## src/rtl/dpsf_pkg.sv

```systemverilog
/*
  dpsf_pkg: constants, register map and types for the semaphore port controller.
  assumes one 40 MHz clock and one port of an asynchronous dual-port ram.
*/
package dpsf_pkg;
  // clock and pin timing, times in ns
  localparam int CLK_PERIOD_NS = 25;
  localparam int T_AS_NS       = 5;
  localparam int T_WP_NS       = 55;
  localparam int T_DH_NS       = 5;
  localparam int T_ACC_NS      = 55;
  localparam int T_GAP_NS      = 25;
  localparam int SYNC_STAGES   = 2;
  localparam int AS_CYC   = (T_AS_NS + CLK_PERIOD_NS - 1) / CLK_PERIOD_NS;
  localparam int WP_CYC   = (T_WP_NS + CLK_PERIOD_NS - 1) / CLK_PERIOD_NS;
  localparam int DH_CYC   = (T_DH_NS + CLK_PERIOD_NS - 1) / CLK_PERIOD_NS;
  localparam int ACC_CYC  = (T_ACC_NS + CLK_PERIOD_NS - 1) / CLK_PERIOD_NS;
  localparam int GAP_CYC  = (T_GAP_NS + CLK_PERIOD_NS - 1) / CLK_PERIOD_NS;
  localparam int RD_CYC   = ACC_CYC + SYNC_STAGES;
  localparam int CNT_W    = 4;

  // flags on the device
  localparam int          NUM_FLAGS = 8;
  localparam logic [2:0]  LAST_FLAG = 3'h7;

  // register offsets
  localparam logic [7:0] REG_CTRL   = 8'h00;
  localparam logic [7:0] REG_STATUS = 8'h04;
  localparam logic [7:0] REG_CFG    = 8'h08;
  localparam logic [7:0] REG_OWNED  = 8'h0C;

  // field positions
  localparam int CTRL_CMD_LSB = 0;
  localparam int CTRL_IDX_LSB = 4;
  localparam int CTRL_VAL_BIT = 8;
  localparam int ST_BUSY_BIT  = 0;
  localparam int ST_DONE_BIT  = 1;
  localparam int ST_GRANT_BIT = 2;
  localparam int ST_REFUS_BIT = 3;
  localparam int ST_BYTE_LSB  = 8;
  localparam int CFG_WDRAW_BIT = 8;

  // reset values
  localparam logic [7:0] CFG_RETRY_RST = 8'h00;
  localparam logic       CFG_WDRAW_RST = 1'b1;

  typedef enum logic [2:0] {
    CMD_NONE    = 3'b000,
    CMD_WRITE   = 3'b001,
    CMD_READ    = 3'b010,
    CMD_ACQUIRE = 3'b011,
    CMD_RELEASE = 3'b100,
    CMD_INIT    = 3'b101
  } dpsf_cmd_t;

  typedef enum logic [2:0] {
    S_IDLE   = 3'b000,
    S_WSET   = 3'b001,
    S_WPULSE = 3'b010,
    S_WHOLD  = 3'b011,
    S_RWAIT  = 3'b100,
    S_GAP    = 3'b101
  } dpsf_state_t;

  // pins driven toward the device port
  typedef struct packed {
    logic       port_select_n;
    logic       token_space_select_n;
    logic       rw_n;
    logic       oe_n;
    logic [2:0] flag_index;
    logic [7:0] data_out;
    logic       data_oe;
  } dpsf_pins_t;

  localparam dpsf_pins_t PINS_IDLE = '{1'b1, 1'b1, 1'b1, 1'b1, 3'h0, 8'h00, 1'b0};
endpackage

```

## src/rtl/dpsf_host_ctrl.sv

```systemverilog
/*
  dpsf_host_ctrl: apb-controlled master for the semaphore space of one ram port.
  assumes data_in comes straight from the pin and a bench resolves the data wire.
*/
// Operation
// RL1: eight flags, addressed apart from ram space.
// RL2: flags active low; write zero requests, write one releases.
// RL3: semaphore select low selects token space; other controls as sram.
// RL4: only three low index lines pick the flag.
// RL5: only data bit zero counts on a semaphore write.
// RL6: zero to free flag: writer reads zero, other side reads one.
// RL7: owner writes one: flag freed unless other side pending.
// RL8: other side's zero is held in its request latch.
// RL9: pending request takes ownership when owner releases.
// RL10: read spreads the flag over all eight data bits.
// RL11: device latches read value while select and output enable active.
// RL12: polling deasserts select or output enable between reads.
// RL13: acquire by writing zero then reading back; zero means granted.
// RL14: after failure, keep re-reading or write one to withdraw; code re-reads retry_r times, withdraws only if wdraw_r set.
// RL15: simultaneous requests: exactly one side wins.
// RL16: after power-up write one to all eight flags.
// RL17: port standby while both port and semaphore select high.
// RL18: flags control no hardware resource.
// RL19: semaphore accesses insert no wait states.
// RL20: semaphore access only with port select high, semaphore select low.
// RL21: write is taken on low read/write level while semaphore selected.
// RL22: request latches unknown after power-up until written.
`timescale 1ns/100ps
module dpsf_host_ctrl
  import dpsf_pkg::*;
(
  input  wire logic        clk,
  input  wire logic        srst,
  input  wire logic        psel,
  input  wire logic        penable,
  input  wire logic        pwrite,
  input  wire logic [7:0]  paddr,
  input  wire logic [31:0] pwdata,
  output logic      [31:0] prdata,
  output logic             pready,
  output logic             pslverr,
  output dpsf_pins_t       pins,
  input  wire logic [7:0]  data_in
);

  dpsf_state_t      state_r;
  dpsf_cmd_t        cmd_r;
  logic [2:0]       idx_r;
  logic             wval_r;
  logic             last_wr_r;
  logic             withdrawn_r;
  logic [7:0]       tries_r;
  logic [CNT_W-1:0] cnt_r;
  logic [7:0]       sync1_r;
  logic [7:0]       sync2_r;
  logic [7:0]       rbyte_r;
  logic [7:0]       owned_r;
  logic             grant_r;
  logic             done_pulse_r;
  logic             done_r;
  logic             refused_r;
  logic [7:0]       retry_r;
  logic             wdraw_r;
  logic [31:0]      prdata_r;
  dpsf_pins_t       pins_r;

  logic access;
  logic wr_ctrl;
  logic wr_status;
  logic wr_cfg;
  logic mapped;
  logic busy;
  logic cnt_end;

  assign busy      = (state_r != S_IDLE);
  assign cnt_end   = (cnt_r == '0);
  assign access    = psel & penable;
  assign mapped    = (paddr == REG_CTRL) | (paddr == REG_STATUS) |
                     (paddr == REG_CFG) | (paddr == REG_OWNED);
  assign wr_ctrl   = access & pwrite & (paddr == REG_CTRL);
  assign wr_status = access & pwrite & (paddr == REG_STATUS);
  assign wr_cfg    = access & pwrite & (paddr == REG_CFG);
  assign pready    = 1'b1;
  assign pslverr   = access & ~mapped;
  assign prdata    = prdata_r;
  assign pins      = pins_r;

  // read data is fetched in the setup cycle, answered in the access cycle
  always_ff @(posedge clk) begin
    if (srst) begin
      prdata_r <= 32'h0000_0000;
    end else if (psel & ~penable) begin
      case (paddr)
        REG_CTRL:   prdata_r <= {23'h0, wval_r, 1'b0, idx_r, 1'b0, cmd_r};
        REG_STATUS: prdata_r <= {16'h0, rbyte_r, 4'h0, refused_r, grant_r, done_r, busy};
        REG_CFG:    prdata_r <= {23'h0, wdraw_r, retry_r};
        REG_OWNED:  prdata_r <= {24'h0, owned_r};
        default:    prdata_r <= 32'h0000_0000;
      endcase
    end
  end

  // configuration
  always_ff @(posedge clk) begin
    if (srst) begin
      retry_r <= CFG_RETRY_RST;
      wdraw_r <= CFG_WDRAW_RST;
    end else if (wr_cfg) begin
      retry_r <= pwdata[7:0];
      wdraw_r <= pwdata[CFG_WDRAW_BIT];
    end
  end

  // sticky status, hardware set wins over software clear
  always_ff @(posedge clk) begin
    if (srst) begin
      done_r    <= 1'b0;
      refused_r <= 1'b0;
    end else begin
      done_r    <= (done_r & ~(wr_status & pwdata[ST_DONE_BIT])) | done_pulse_r;
      refused_r <= (refused_r & ~(wr_status & pwdata[ST_REFUS_BIT])) | (wr_ctrl & busy);
    end
  end

  // data pins cross into the clock domain through two flops
  always_ff @(posedge clk) begin
    if (srst) begin
      sync1_r <= 8'h00;
      sync2_r <= 8'h00;
    end else begin
      sync1_r <= data_in;
      sync2_r <= sync1_r;
    end
  end

  // access sequencer and pin drive
  always_ff @(posedge clk) begin
    if (srst) begin
      state_r      <= S_IDLE;
      cmd_r        <= CMD_NONE;
      idx_r        <= 3'h0;
      wval_r       <= 1'b1;
      last_wr_r    <= 1'b0;
      withdrawn_r  <= 1'b0;
      tries_r      <= 8'h00;
      cnt_r        <= '0;
      rbyte_r      <= 8'h00;
      owned_r      <= 8'h00;
      grant_r      <= 1'b0;
      done_pulse_r <= 1'b0;
      pins_r       <= PINS_IDLE;
    end else begin
      done_pulse_r <= 1'b0;
      if (~cnt_end) begin
        cnt_r <= cnt_r - CNT_W'(1);
      end
      case (state_r)
        S_IDLE: begin
          pins_r <= PINS_IDLE; // [RL17]
          if (wr_ctrl) begin
            cmd_r       <= dpsf_cmd_t'(pwdata[CTRL_CMD_LSB +: 3]);
            idx_r       <= pwdata[CTRL_IDX_LSB +: 3]; // [RL1] [RL4]
            wval_r      <= pwdata[CTRL_VAL_BIT];
            withdrawn_r <= 1'b0;
            tries_r     <= 8'h00;
            case (dpsf_cmd_t'(pwdata[CTRL_CMD_LSB +: 3]))
              CMD_WRITE: begin
                state_r <= S_WSET;
              end
              CMD_READ: begin
                state_r <= S_RWAIT;
              end
              CMD_ACQUIRE: begin
                wval_r  <= 1'b0; // [RL2] [RL13]
                grant_r <= 1'b0;
                state_r <= S_WSET;
              end
              CMD_RELEASE: begin
                wval_r  <= 1'b1; // [RL2]
                state_r <= S_WSET;
              end
              CMD_INIT: begin
                idx_r   <= 3'h0; // [RL16] [RL22]
                wval_r  <= 1'b1;
                state_r <= S_WSET;
              end
              default: begin
                done_pulse_r <= 1'b1;
              end
            endcase
            if (pwdata[CTRL_CMD_LSB +: 3] == CMD_READ) begin
              cnt_r <= CNT_W'(RD_CYC);
            end else begin
              cnt_r <= CNT_W'(AS_CYC);
            end
          end
        end
        S_WSET: begin
          pins_r.port_select_n        <= 1'b1; // [RL20]
          pins_r.token_space_select_n <= 1'b0; // [RL3]
          pins_r.flag_index           <= idx_r;
          pins_r.data_out             <= {8{wval_r}}; // [RL5]
          pins_r.data_oe              <= 1'b1;
          if (cnt_end) begin
            pins_r.rw_n <= 1'b0; // [RL21]
            cnt_r       <= CNT_W'(WP_CYC - 1);
            state_r     <= S_WPULSE;
          end
        end
        S_WPULSE: begin
          if (cnt_end) begin
            pins_r.rw_n <= 1'b1; // [RL21]
            cnt_r       <= CNT_W'(DH_CYC - 1);
            state_r     <= S_WHOLD;
          end
        end
        S_WHOLD: begin
          if (cnt_end) begin
            pins_r    <= PINS_IDLE;
            last_wr_r <= 1'b1;
            cnt_r     <= CNT_W'(GAP_CYC - 1);
            state_r   <= S_GAP;
          end
        end
        S_RWAIT: begin
          pins_r.port_select_n        <= 1'b1; // [RL20]
          pins_r.token_space_select_n <= 1'b0; // [RL3] [RL11]
          pins_r.oe_n                 <= 1'b0;
          pins_r.rw_n                 <= 1'b1;
          pins_r.flag_index           <= idx_r;
          pins_r.data_oe              <= 1'b0;
          if (cnt_end) begin
            rbyte_r   <= sync2_r; // [RL10]
            pins_r    <= PINS_IDLE; // [RL12]
            last_wr_r <= 1'b0;
            cnt_r     <= CNT_W'(GAP_CYC - 1);
            state_r   <= S_GAP;
          end
        end
        S_GAP: begin
          if (cnt_end) begin
            state_r <= S_IDLE;
            case (cmd_r)
              CMD_ACQUIRE: begin
                if (last_wr_r & ~withdrawn_r) begin
                  cnt_r   <= CNT_W'(RD_CYC); // [RL13]
                  state_r <= S_RWAIT;
                end else if (last_wr_r) begin
                  done_pulse_r <= 1'b1;
                end else if (~rbyte_r[0]) begin
                  grant_r        <= 1'b1; // [RL6] [RL9] [RL15]
                  owned_r[idx_r] <= 1'b1; // [RL18]
                  done_pulse_r   <= 1'b1;
                end else if (tries_r < retry_r) begin
                  tries_r <= tries_r + 8'h01; // [RL14] [RL8]
                  cnt_r   <= CNT_W'(RD_CYC);
                  state_r <= S_RWAIT;
                end else if (wdraw_r) begin
                  wval_r      <= 1'b1; // [RL14]
                  withdrawn_r <= 1'b1;
                  cnt_r       <= CNT_W'(AS_CYC);
                  state_r     <= S_WSET;
                end else begin
                  done_pulse_r <= 1'b1;
                end
              end
              CMD_RELEASE: begin
                owned_r[idx_r] <= 1'b0; // [RL7]
                done_pulse_r   <= 1'b1;
              end
              CMD_INIT: begin
                if (idx_r == LAST_FLAG) begin
                  owned_r      <= 8'h00;
                  done_pulse_r <= 1'b1;
                end else begin
                  idx_r   <= idx_r + 3'h1; // [RL16]
                  cnt_r   <= CNT_W'(AS_CYC);
                  state_r <= S_WSET;
                end
              end
              CMD_WRITE: begin
                owned_r[idx_r] <= owned_r[idx_r] & wval_r ? 1'b0 : owned_r[idx_r];
                done_pulse_r   <= 1'b1;
              end
              default: begin
                done_pulse_r <= 1'b1; // [RL19]
              end
            endcase
          end
        end
        default: begin
          state_r <= S_IDLE;
          pins_r  <= PINS_IDLE;
        end
      endcase
    end
  end

endmodule

```

## config.mk

```make
export PLATFORM = sky130hd
export DESIGN_NAME = dpsf_host_ctrl
export DESIGN_NICKNAME = d
export VERILOG_FILES = /design/src/rtl/dpsf_pkg.sv /design/src/rtl/dpsf_host_ctrl.sv
export SDC_FILE = /design/constraint.sdc
export NUM_CORES = 1
export LEC_CHECK = 0
export BUFFER_PORTS_ARGS = -buffer_cell sky130_fd_sc_hd__buf_2
export CORE_ASPECT_RATIO = 0.6
export CORE_MARGIN = 3
export CORE_UTILIZATION = 59
export CTS_CLUSTER_SIZE = 25
export DETAILED_ROUTE_END_ITERATION = 6
export PLACE_DENSITY = 0.86
export SLEW_MARGIN = 10
export SYNTH_ARGS = -nofsm -noshare
export SYNTH_HDL_FRONTEND = slang
export SYNTH_SLANG_ARGS = --single-unit
export TNS_END_PERCENT = 50
```

## constraint.sdc

```tcl
create_clock -name clk -period 4.35 [get_ports clk]
set_clock_uncertainty 0.05 [all_clocks]
set_input_delay 0 -clock clk [delete_from_list [all_inputs] [get_ports clk]]
set_output_delay 0 -clock clk [all_outputs]
set_load 0.01 [all_outputs]
```

* Word-level counts from Yosys, hierarchy flattened
Cells that the tools add are included. Widths: inputs -> output; s select.
Word-level totals: register bits 117, input port bits 53, output and inout port bits 50, logic and storage cells 225
Cells by class: add/subtract/negate cells 3, order comparisons 3, eq/ne operators 41, muxes and demuxes 94, bitwise operators 30, reduce and logical (&&, ||, !) cells 28
Operator list (count):
- $mux 8 | 11
- $pmux 16 s4 | 1
- $pmux 12 s4 | 1
- $mux 3 | 15
- $mux 4 | 11
- $ne 2x2->1 const B | 18
- $mux 1 | 32
- $pmux 8 s4 | 1
- $eq 3x3->1 const B | 7
- $pmux 3 s2 | 3
- $eq 8x4->1 const B | 2
- $mux 16 | 1
- $pmux 4 s4 | 1
- $pmux 8 s2 | 1
- $reduce_and 8->1 | 2
- $eq 3x2->1 const B | 5
- $mux 15 | 1
- $pmux 3 s5 | 1
- $and 1x1->1 | 14
- $pmux 1 s2 | 7
- $eq 3x1->1 const B | 3
- $reduce_and 9->1 | 1
- $add 8x1->8 const B | 1
- $and 8x8->8 | 1
- 36 further kinds | 58

* Depth between registers and ports, before layout
Gate-level depths: netlist of the first run.
depth after elaboration 10, gate-level depth with buffers 11, depth with buffers taken out 11

* Worst setup path before layout of the first run
No wires, ideal clock.
kind flip-flop to flip-flop, start register retry_r[7], end register tries_r[7], setup time 70 ps, data arrival time 2191 ps, data required time 4230 ps, setup slack 2039 ps, cell stages (with the launch flop) 9, path buffers 0, period minus slack after synthesis 2311 ps, path through dfxtp_1 -> inv_1 -> ha_1 -> and2_1 -> a221o_1 -> a32oi_1 -> nand4_4 -> or4_1 -> a21oi_1
Between the ends: cells in the longest elaborated chain, start to end 3
RTL lines:
- from (decl) | RTL line dpsf_host_ctrl.sv:62 | logic [7:0] retry_r;
- from (signal assigned) | RTL line dpsf_host_ctrl.sv:109 | retry_r <= pwdata[7:0];
- $lt 8x8->1 | RTL line dpsf_host_ctrl.sv:254 | end else if (tries_r < retry_r) begin
- $ne 2x2->1 (no source line)
- $reduce_and 8->1 (no source line)
- to (signal assigned) | RTL line dpsf_host_ctrl.sv:255 | tries_r <= tries_r + 8'h01;
- to (decl) | RTL line dpsf_host_ctrl.sv:52 | logic [7:0] tries_r;
No other way between the ends. A chain may end at the register's enable or synchronous reset.

* Final worst setup path of the first run
start register state_r[2], end register owned_r[4]
Between the ends: cells in the longest elaborated chain, start to end 2
RTL lines:
- from (decl) | RTL line dpsf_host_ctrl.sv:46 | dpsf_state_t state_r;
- from (signal assigned) | RTL line dpsf_host_ctrl.sv:139 | state_r <= S_IDLE;
- from (signal assigned) | RTL line dpsf_host_ctrl.sv:168 | state_r <= S_WSET;
- from (signal assigned) | RTL line dpsf_host_ctrl.sv:171 | state_r <= S_RWAIT;
- $eq 3x3->1 | RTL line dpsf_host_ctrl.sv:157 | case (state_r)
- $reduce_and 7->1 (no source line)
- to (signal, indexed assignment) | RTL line dpsf_host_ctrl.sv:282 | owned_r[idx_r] <= owned_r[idx_r] & wval_r ? 1'b0 : owned_r[idx_r];
- to (decl) | RTL line dpsf_host_ctrl.sv:57 | logic [7:0] owned_r;
No other way between the ends.

==> results of run 1 <==
==> worst max path at each step <==
stage / start / endpoint / slack [ns] / depth (start not counted)
6_report: state_r[2]$_SDFFE_PP0P_ / owned_r[4]$_SDFFE_PP0P_ / 1.16 / 6
5_1_grt: state_r[2]$_SDFFE_PP0P_ / owned_r[4]$_SDFFE_PP0P_ / 1.02 / 6
4_1_cts: state_r[2]$_SDFFE_PP0P_ / owned_r[4]$_SDFFE_PP0P_ / 1.27 / 6
3_5_place_dp: state_r[2]$_SDFFE_PP0P_ / tries_r[7]$_SDFFE_PP0P_ / 1.40 / 6
3_3_place_gp: state_r[2]$_SDFFE_PP0P_ / owned_r[4]$_SDFFE_PP0P_ / 1.50 / 6
2_1_floorplan: retry_r[7]$_SDFFE_PP0P_ / tries_r[7]$_SDFFE_PP0P_ / 2.04 / 8
==> repair_timing <==
action                                 4_1_cts  5_1_grt
hold buffers                                17        0
endpoints found under the hold margin       21        0
gates resized for setup                      0        0
==> cells by family (layout without fill, tap and decap cells) <==
family / count (synthesis) / in the layout
AND/OR/NAND/NOR: 216 / 216
multiplexers: 38 / 38
AO/OA/AOI/OAI: 115 / 115
adder cells (fa/ha/maj): 12 / 12
other: 2 / 18
buffers and inverters: 75 / 112
flip-flops: 93 / 93
XOR/XNOR: 4 / 4
==> synth_stat cells, types with 3 or more instances <==
cell type	n
dfxtp_1	93
nor2_1	72
nand2_1	38
a21oi_1	32
mux2i_1	31
clkbuf_1	28
buf_4	25
o21ai_0	25
nor2b_1	22
a22oi_1	17
inv_1	16
nor3_1	15
ha_1	12
nand3_1	12
a31oi_1	9
nand2b_1	8
and3_1	6
or3_1	6
and2_1	5
mux4_2	5
nand4_1	5
nor4_1	5
o31ai_1	5
a211oi_1	4
buf_2	4
nand4b_1	4
a22o_1	3
nand3b_1	3
o21a_1	3
or2_2	3
==> metrics by stage <==
step	instances	power (mW)	area [sq um]
after detailed placement	679	1.198	4925
after floorplan	571	1.142	4798
after CTS	712	2.069	5425
after global placement	679	1.183	4925
after global routing	712	2.148	5425
final	712	2.069	5425
==> final cells by class <==
type | count | area share [%]
multi-input combinational | 403 | 47.12
sequential | 93 | 34.32
timing repair buffer | 79 | 8.902
clock buffer | 10 | 4.405
tap | 104 | 2.399
clock inverter | 6 | 1.684
inverter | 17 | 1.176
==> critical path, stage by stage, from the launching register on <==
cell      delay (ns)
dfxtp_1         0.87
nand3b_1        0.53
nor2_1          0.47
and4b_1         0.46
nor4bb_1        0.36
mux2i_1         0.26
nor2_1          0.06
==> layer usage <==
layer	share of wire, %	track usage [%]	vias to the layer above	wire length, um
met2	43	41.59	272	5390
li1	-	-	2022	-
met4	1.4	8.075	0	176
met1	43	36.93	2046	5378
met5	0	0	-	0
met3	12	11.50	19	1495
==> flip-flops by register name, indices dropped and copies added (netlist names) <==
name / count
prdata: 16
owned_r: 8
pins: 8
rbyte_r: 8
retry_r: 8
sync1_r: 8
sync2_r: 8
tries_r: 8
cnt_r: 4
cmd_r: 3
idx_r: 3
state_r: 3
done_pulse_r: 1
done_r: 1
grant_r: 1
last_wr_r: 1
refused_r: 1
wdraw_r: 1
withdrawn_r: 1
wval_r: 1
==> report_power, final <==
part	internal (mW)	switching (mW)
sequential	0.872	0.0166
combinational	0.120	0.192
clock	0.523	0.344
total	1.52	0.553
==> metrics, run 1 <==
status finished clean; Cells after Synth ~560; CTS Buf Count 9; Tmin final 3.191 ns; Clk Latency, worst-skew pair 0.35 ns; most frequent cells in the layout 93 x dfxtp_1, 72 x nor2_1, 61 x buf_2; clk sink count 93; DPL Wire Length between 8000 and 9000 um; Max Slew Vio Count 0; HP Class input pin to flop; mux contribution to synthesized area about a tenth; R2R cell count 6; starting density of the core a little over three fifths; Main synth FF type dfxtp_1; LEAKAGE between 2 and 2.5 nW; antenna violations before repair 0; wire per inst around 17 um; nets between 600 and 700; Seq cells post-synth 93; CTS clk-pin slew, worst paths about 0.07 ns; crit start category flop; FF-to-FF setup slack between 1 and 1.5 ns; worst slew pin tran 1.280 ns; WHS around 0.13 ns; hold path start penable; Max Freq around 310 MHz; total track usage between 20 and 30%; die width between 100 and 150 um; DRC 0; WHS Endpoint cmd_r[1]$_SDFFE_PP0P_; vias in the first global route about 3800; row cnt 24; Yosys warnings 0; worst setup margin roughly 1.2 ns; synthesized cell area roughly 4700 sq um; Final setup viols 0; Simple-Gate Fraction of Synth Area around a quarter; fraction of registers with async set/reset 0%; H-tree levels 3; Final Util a little under three quarters; core area between 7000 and 8000 sq um; Post CTS Setup Buffer Count 0; CTS root buf clkbuf_16; Post-Syn Area per Cell 8.537 sq um; Post-Synth Adder-Cell Area ~3.2%; Synth Area in Compound Gates between 10% and 20%; origin of the critical flop-to-flop path state_r[2]$_SDFFE_PP0P_; Max Cap Viol 0; Arr. time, crit path ~3.4 ns; total die area just over 9000 sq um; crit-path max FO 26; Register Area approximately 1900 sq um; RePlAce Congestion between 0.9 and 1; critical path class flop to flop; pwr/cell area about 380 nW/um^2; Post-DRT Antenna Nets 0; detailed-route via count between 4000 and 5000; DRT iter0 DRCs between 500 and 600; commonest non-fill, non-tap cell in the layout dfxtp_1; cell taking the most area after synthesis dfxtp_1; Vias/cell 6.122; total wire length ~12000 um; Netlist cell types 58; CTS tree done; pin count of the biggest net entering global routing 56; RSZ-0062 raised after global routing no; Rel. slew slack about 14%; DP Worst Slack approximately 1.4 ns; fin crit share about three quarters; worst vdd ir about 0.25 mV; area of the multi-input gates between 2000 and 3000 sq um; sequential area share after synthesis between 30 and 40%; Area growth, synth to finish 14.50%; worst hold path cell count 5; main combinational cell family by area after synthesis simple AND/OR/NAND/NOR gates; Max Root-Sink Buffers 2; Synth Area in XOR/XNOR 0.7394%; CP Capture Type flop; first-pass GRT wire length 19420 um; Hold Vio Cnt, Final 0; num ports 103; synth top area cells dfxtp_1 39%, mux2i_1 6.5%, nor2_1 5.7%; layout cells sized above 1 roughly 16%; Worst EP required 4.53 ns; RR Endpoint owned_r[4]$_SDFFE_PP0P_; Die Y between 70 and 80 um; TNS Setup 0 ns; GRT overflow 0; drt pass-1 iters 5; n_diodes 0; Post-synth EDFFs 0; Filler cells 590; top-area cell type share of the netlist area around two fifths; Port Buffers a little over 60
Power figures use the tool's default switching activity.
==> run 2: changes to the inputs <==
Settings changed: CORE_UTILIZATION 59 to 49, PLACE_DENSITY 0.86 to 0.76.
Clock period 4.35 ns to 2.6 ns, I/O delays scaled along.
==> run 2 against run 1 <==
Effect of this change:
- critical path depth is 3 higher
- cell count is 6.3% higher
- largest cell class unchanged
- total power up 64%
- routed wire length down 1.6%
- non-clock buffer count rose by 19
- largest power group unchanged
- clock power is 56% higher
- via count is 2.1% lower
- sequential power is 68% higher
- hold slack worse by 0.11 ns
- cell area increased by 2.9%
==> metrics, run 2 (same netlist as run 1, synthesis figures left out) <==
vias in the first global route 3867 (+1.7%); Post-Place Cells 724 (+6.6%); Clk Latency, worst-skew pair 0.34 ns (about the same); nets 687 (+2.8%); wire per inst 16.18 um (-7.4%); Hold Vio Cnt, Final 0 (unchanged); Max Cap Viol 0 (unchanged); total chip power 3.398 mW (+64%); num ports 103 (unchanged); RSZ-0062 raised after global routing no; Metal-1 WL 5683 um (+5.7%); DPL Wire Length 9095 um (+5.1%); Die Y 82.17 um (+9.0%); WHS 0.02234 ns (-0.1074 ns); Area growth, synth to finish 17.80%; worst vdd ir 0.3769 mV (+50%); HP Class input pin to flop; Rel. slew slack 50.86% (+37 points); pin count of the biggest net entering global routing 28 (-50%); pwr/cell area 608.9 nW/um^2 (+60%); first-pass GRT wire length 19710 um (+1.5%); CTS clk-pin slew, worst paths 0.07 ns (about the same); status finished clean; critical path, cell by cell inv_1, ha_1, and2_1, a221o_1, a32oi_1, buf_4, nand4_4, or4_1, a21oi_1; crit-path max FO 6 (-77%); Post-DRT Antenna Nets 0 (unchanged); CP Capture Type flop; Filler cells 791 (+34%); Worst path max stage delay 0.42 ns (-0.45 ns); antenna violations before repair 0 (unchanged); TNS Setup 0 ns (unchanged); total die area 10920 sq um (+19%); Vias/cell 5.635 (-8.0%); Tmin final 2.437 ns (-0.7532 ns); hold path start srst; n_diodes 0 (unchanged); CTS root buf clkbuf_16; Critical Path Source retry_r[7]$_SDFFE_PP0P_; GRT overflow 0 (unchanged); Max Root-Sink Buffers 2 (unchanged); most frequent cells in the layout 93 x dfxtp_1, 72 x nor2_1, 61 x buf_2; LEAKAGE 2.293 nW (+3.7%); WL met3 1284 um (-14%); commonest non-fill, non-tap cell in the layout dfxtp_1; Arr. time, crit path 2.66 ns (-0.71 ns); fin crit share 93.75% (+20 points); CTS Buf Count 9 (unchanged); worst path bufs/invs 2 (+2); total track usage 22.76% (-4.9 points); critical path class flop to flop; Max Slew Vio Count 0 (unchanged); total wire length 12250 um (-1.6%); drt pass-1 iters 5 (unchanged); layout cells sized above 1 18.34% (+2.7 points); DRC 0 (unchanged); max reg flops 16 (unchanged); Max Freq 410.3 MHz (+31%); Finished Layout Cells 757 (+6.3%); CTS tree done; worst slew pin tran 0.7372 ns (-0.5431 ns); clk sink count 93 (unchanged); origin of the critical flop-to-flop path retry_r[7]$_SDFFE_PP0P_; starting density of the core 51.00% (-12 points); H-tree levels 3 (unchanged); CP max-delay cell or4_1; core area 9290 sq um (+23%); Max Used Layer met4; row cnt 27 (+13%); family with the most delay on the worst path simple AND/OR/NAND/NOR gates; DRT iter0 DRCs 374 (-27%); detailed-route via count 4266 (-2.1%); Worst EP required 2.83 ns (-1.70 ns); crit start category flop; RePlAce Congestion 0.9403 (-2.6%); Final setup viols 0 (unchanged); FF-to-FF setup slack 0.16 ns (-1.00 ns); Port Buffers 61 (unchanged); die width 133.0 um (+9.2%); metal2 WL 5133 um (-4.8%); Post CTS Setup Buffer Count 0 (unchanged)
-- run 2: cell count changes in the layout (fill, tap and decap cells not counted) --
cell and delta:
clkinvlp_4 +1, a221oi_1 -1, a221oi_2 +1, clkbuf_8 -1, clkinv_4 -1, buf_4 +19
bufinv_16 -1, inv_6 +1, inv_8 +1
-- run 2: report_power, final --
part	total [mW]	switching, mW	internal (mW)	leakage (nW)
Sequential	1.49	0.0272	1.46	0.753
Combinational	0.563	0.329	0.234	1.39
Clock	1.35	0.589	0.761	0.149
Total	3.40	0.945	2.45	2.29
-- run 2: area by class of cell --
class | instances | area [sq um] | share of cell area [%]
Clock inverter | 7 | 80.08 | 1.435
Sequential cell | 93 | 1862 | 33.36
Timing Repair Buffer | 98 | 625.6 | 11.21
Tap cell | 130 | 162.7 | 2.914
Clock buffer | 9 | 225.2 | 4.035
Inverter | 17 | 63.81 | 1.143
Multi-Input combinational cell | 403 | 2562 | 45.91
-- run 2: path summary, 6_finish.rpt --
| check | cells after the start | end |
|---|---|---|
| worst max-delay path | 9 | tries_r[7]$_SDFFE_PP0P_ |
| worst min-delay path | 2 | retry_r[5]$_SDFFE_PP0P_ |
| worst max register to register | 9 | tries_r[7]$_SDFFE_PP0P_ |
| worst min register to register | 1 | sync2_r[3]$_SDFF_PP0_ |
-- run 2: what timing repair did --
| action | CTS | global route |
|---|---|---|
| gates resized for setup | 0 | 1 |
| setup endpoints to repair | 0 | 1 |
| endpoints found under the hold margin | 20 | 0 |
| hold buffers | 17 | 0 |
-- run 2: metrics by stage --
| stage | worst slack, ns | area [sq um] | util [%] |
|---|---|---|---|
| 5_1_grt | 0.007755 | 5582 | 60.08 |
| 4_1_cts | 0.1953 | 5575 | 60.01 |
| 3_3_place_gp | 0.2900 | 5100 | 54.90 |
| 6_report | 0.1626 | 5582 | 60.08 |
| 3_5_place_dp | 0.2177 | 5100 | 54.90 |
| 2_1_floorplan | 0.2894 | 4798 | - |
-- run 2: worst reg2reg max path: cells and delay by family (launching register included) --
family,cells,cell delay [ns]
compound gates,3,0.63
buf+inv,2,0.24
flops,1,0.35
simple gates,3,0.76
fa+ha+maj,1,0.33
-- run 2: routing by layer --
metal	vias up	global-route usage (%)
li1	2058	-
met2	190	33.60
met4	0	6.846
met5	-	0
met1	2007	32.57
met3	11	6.295
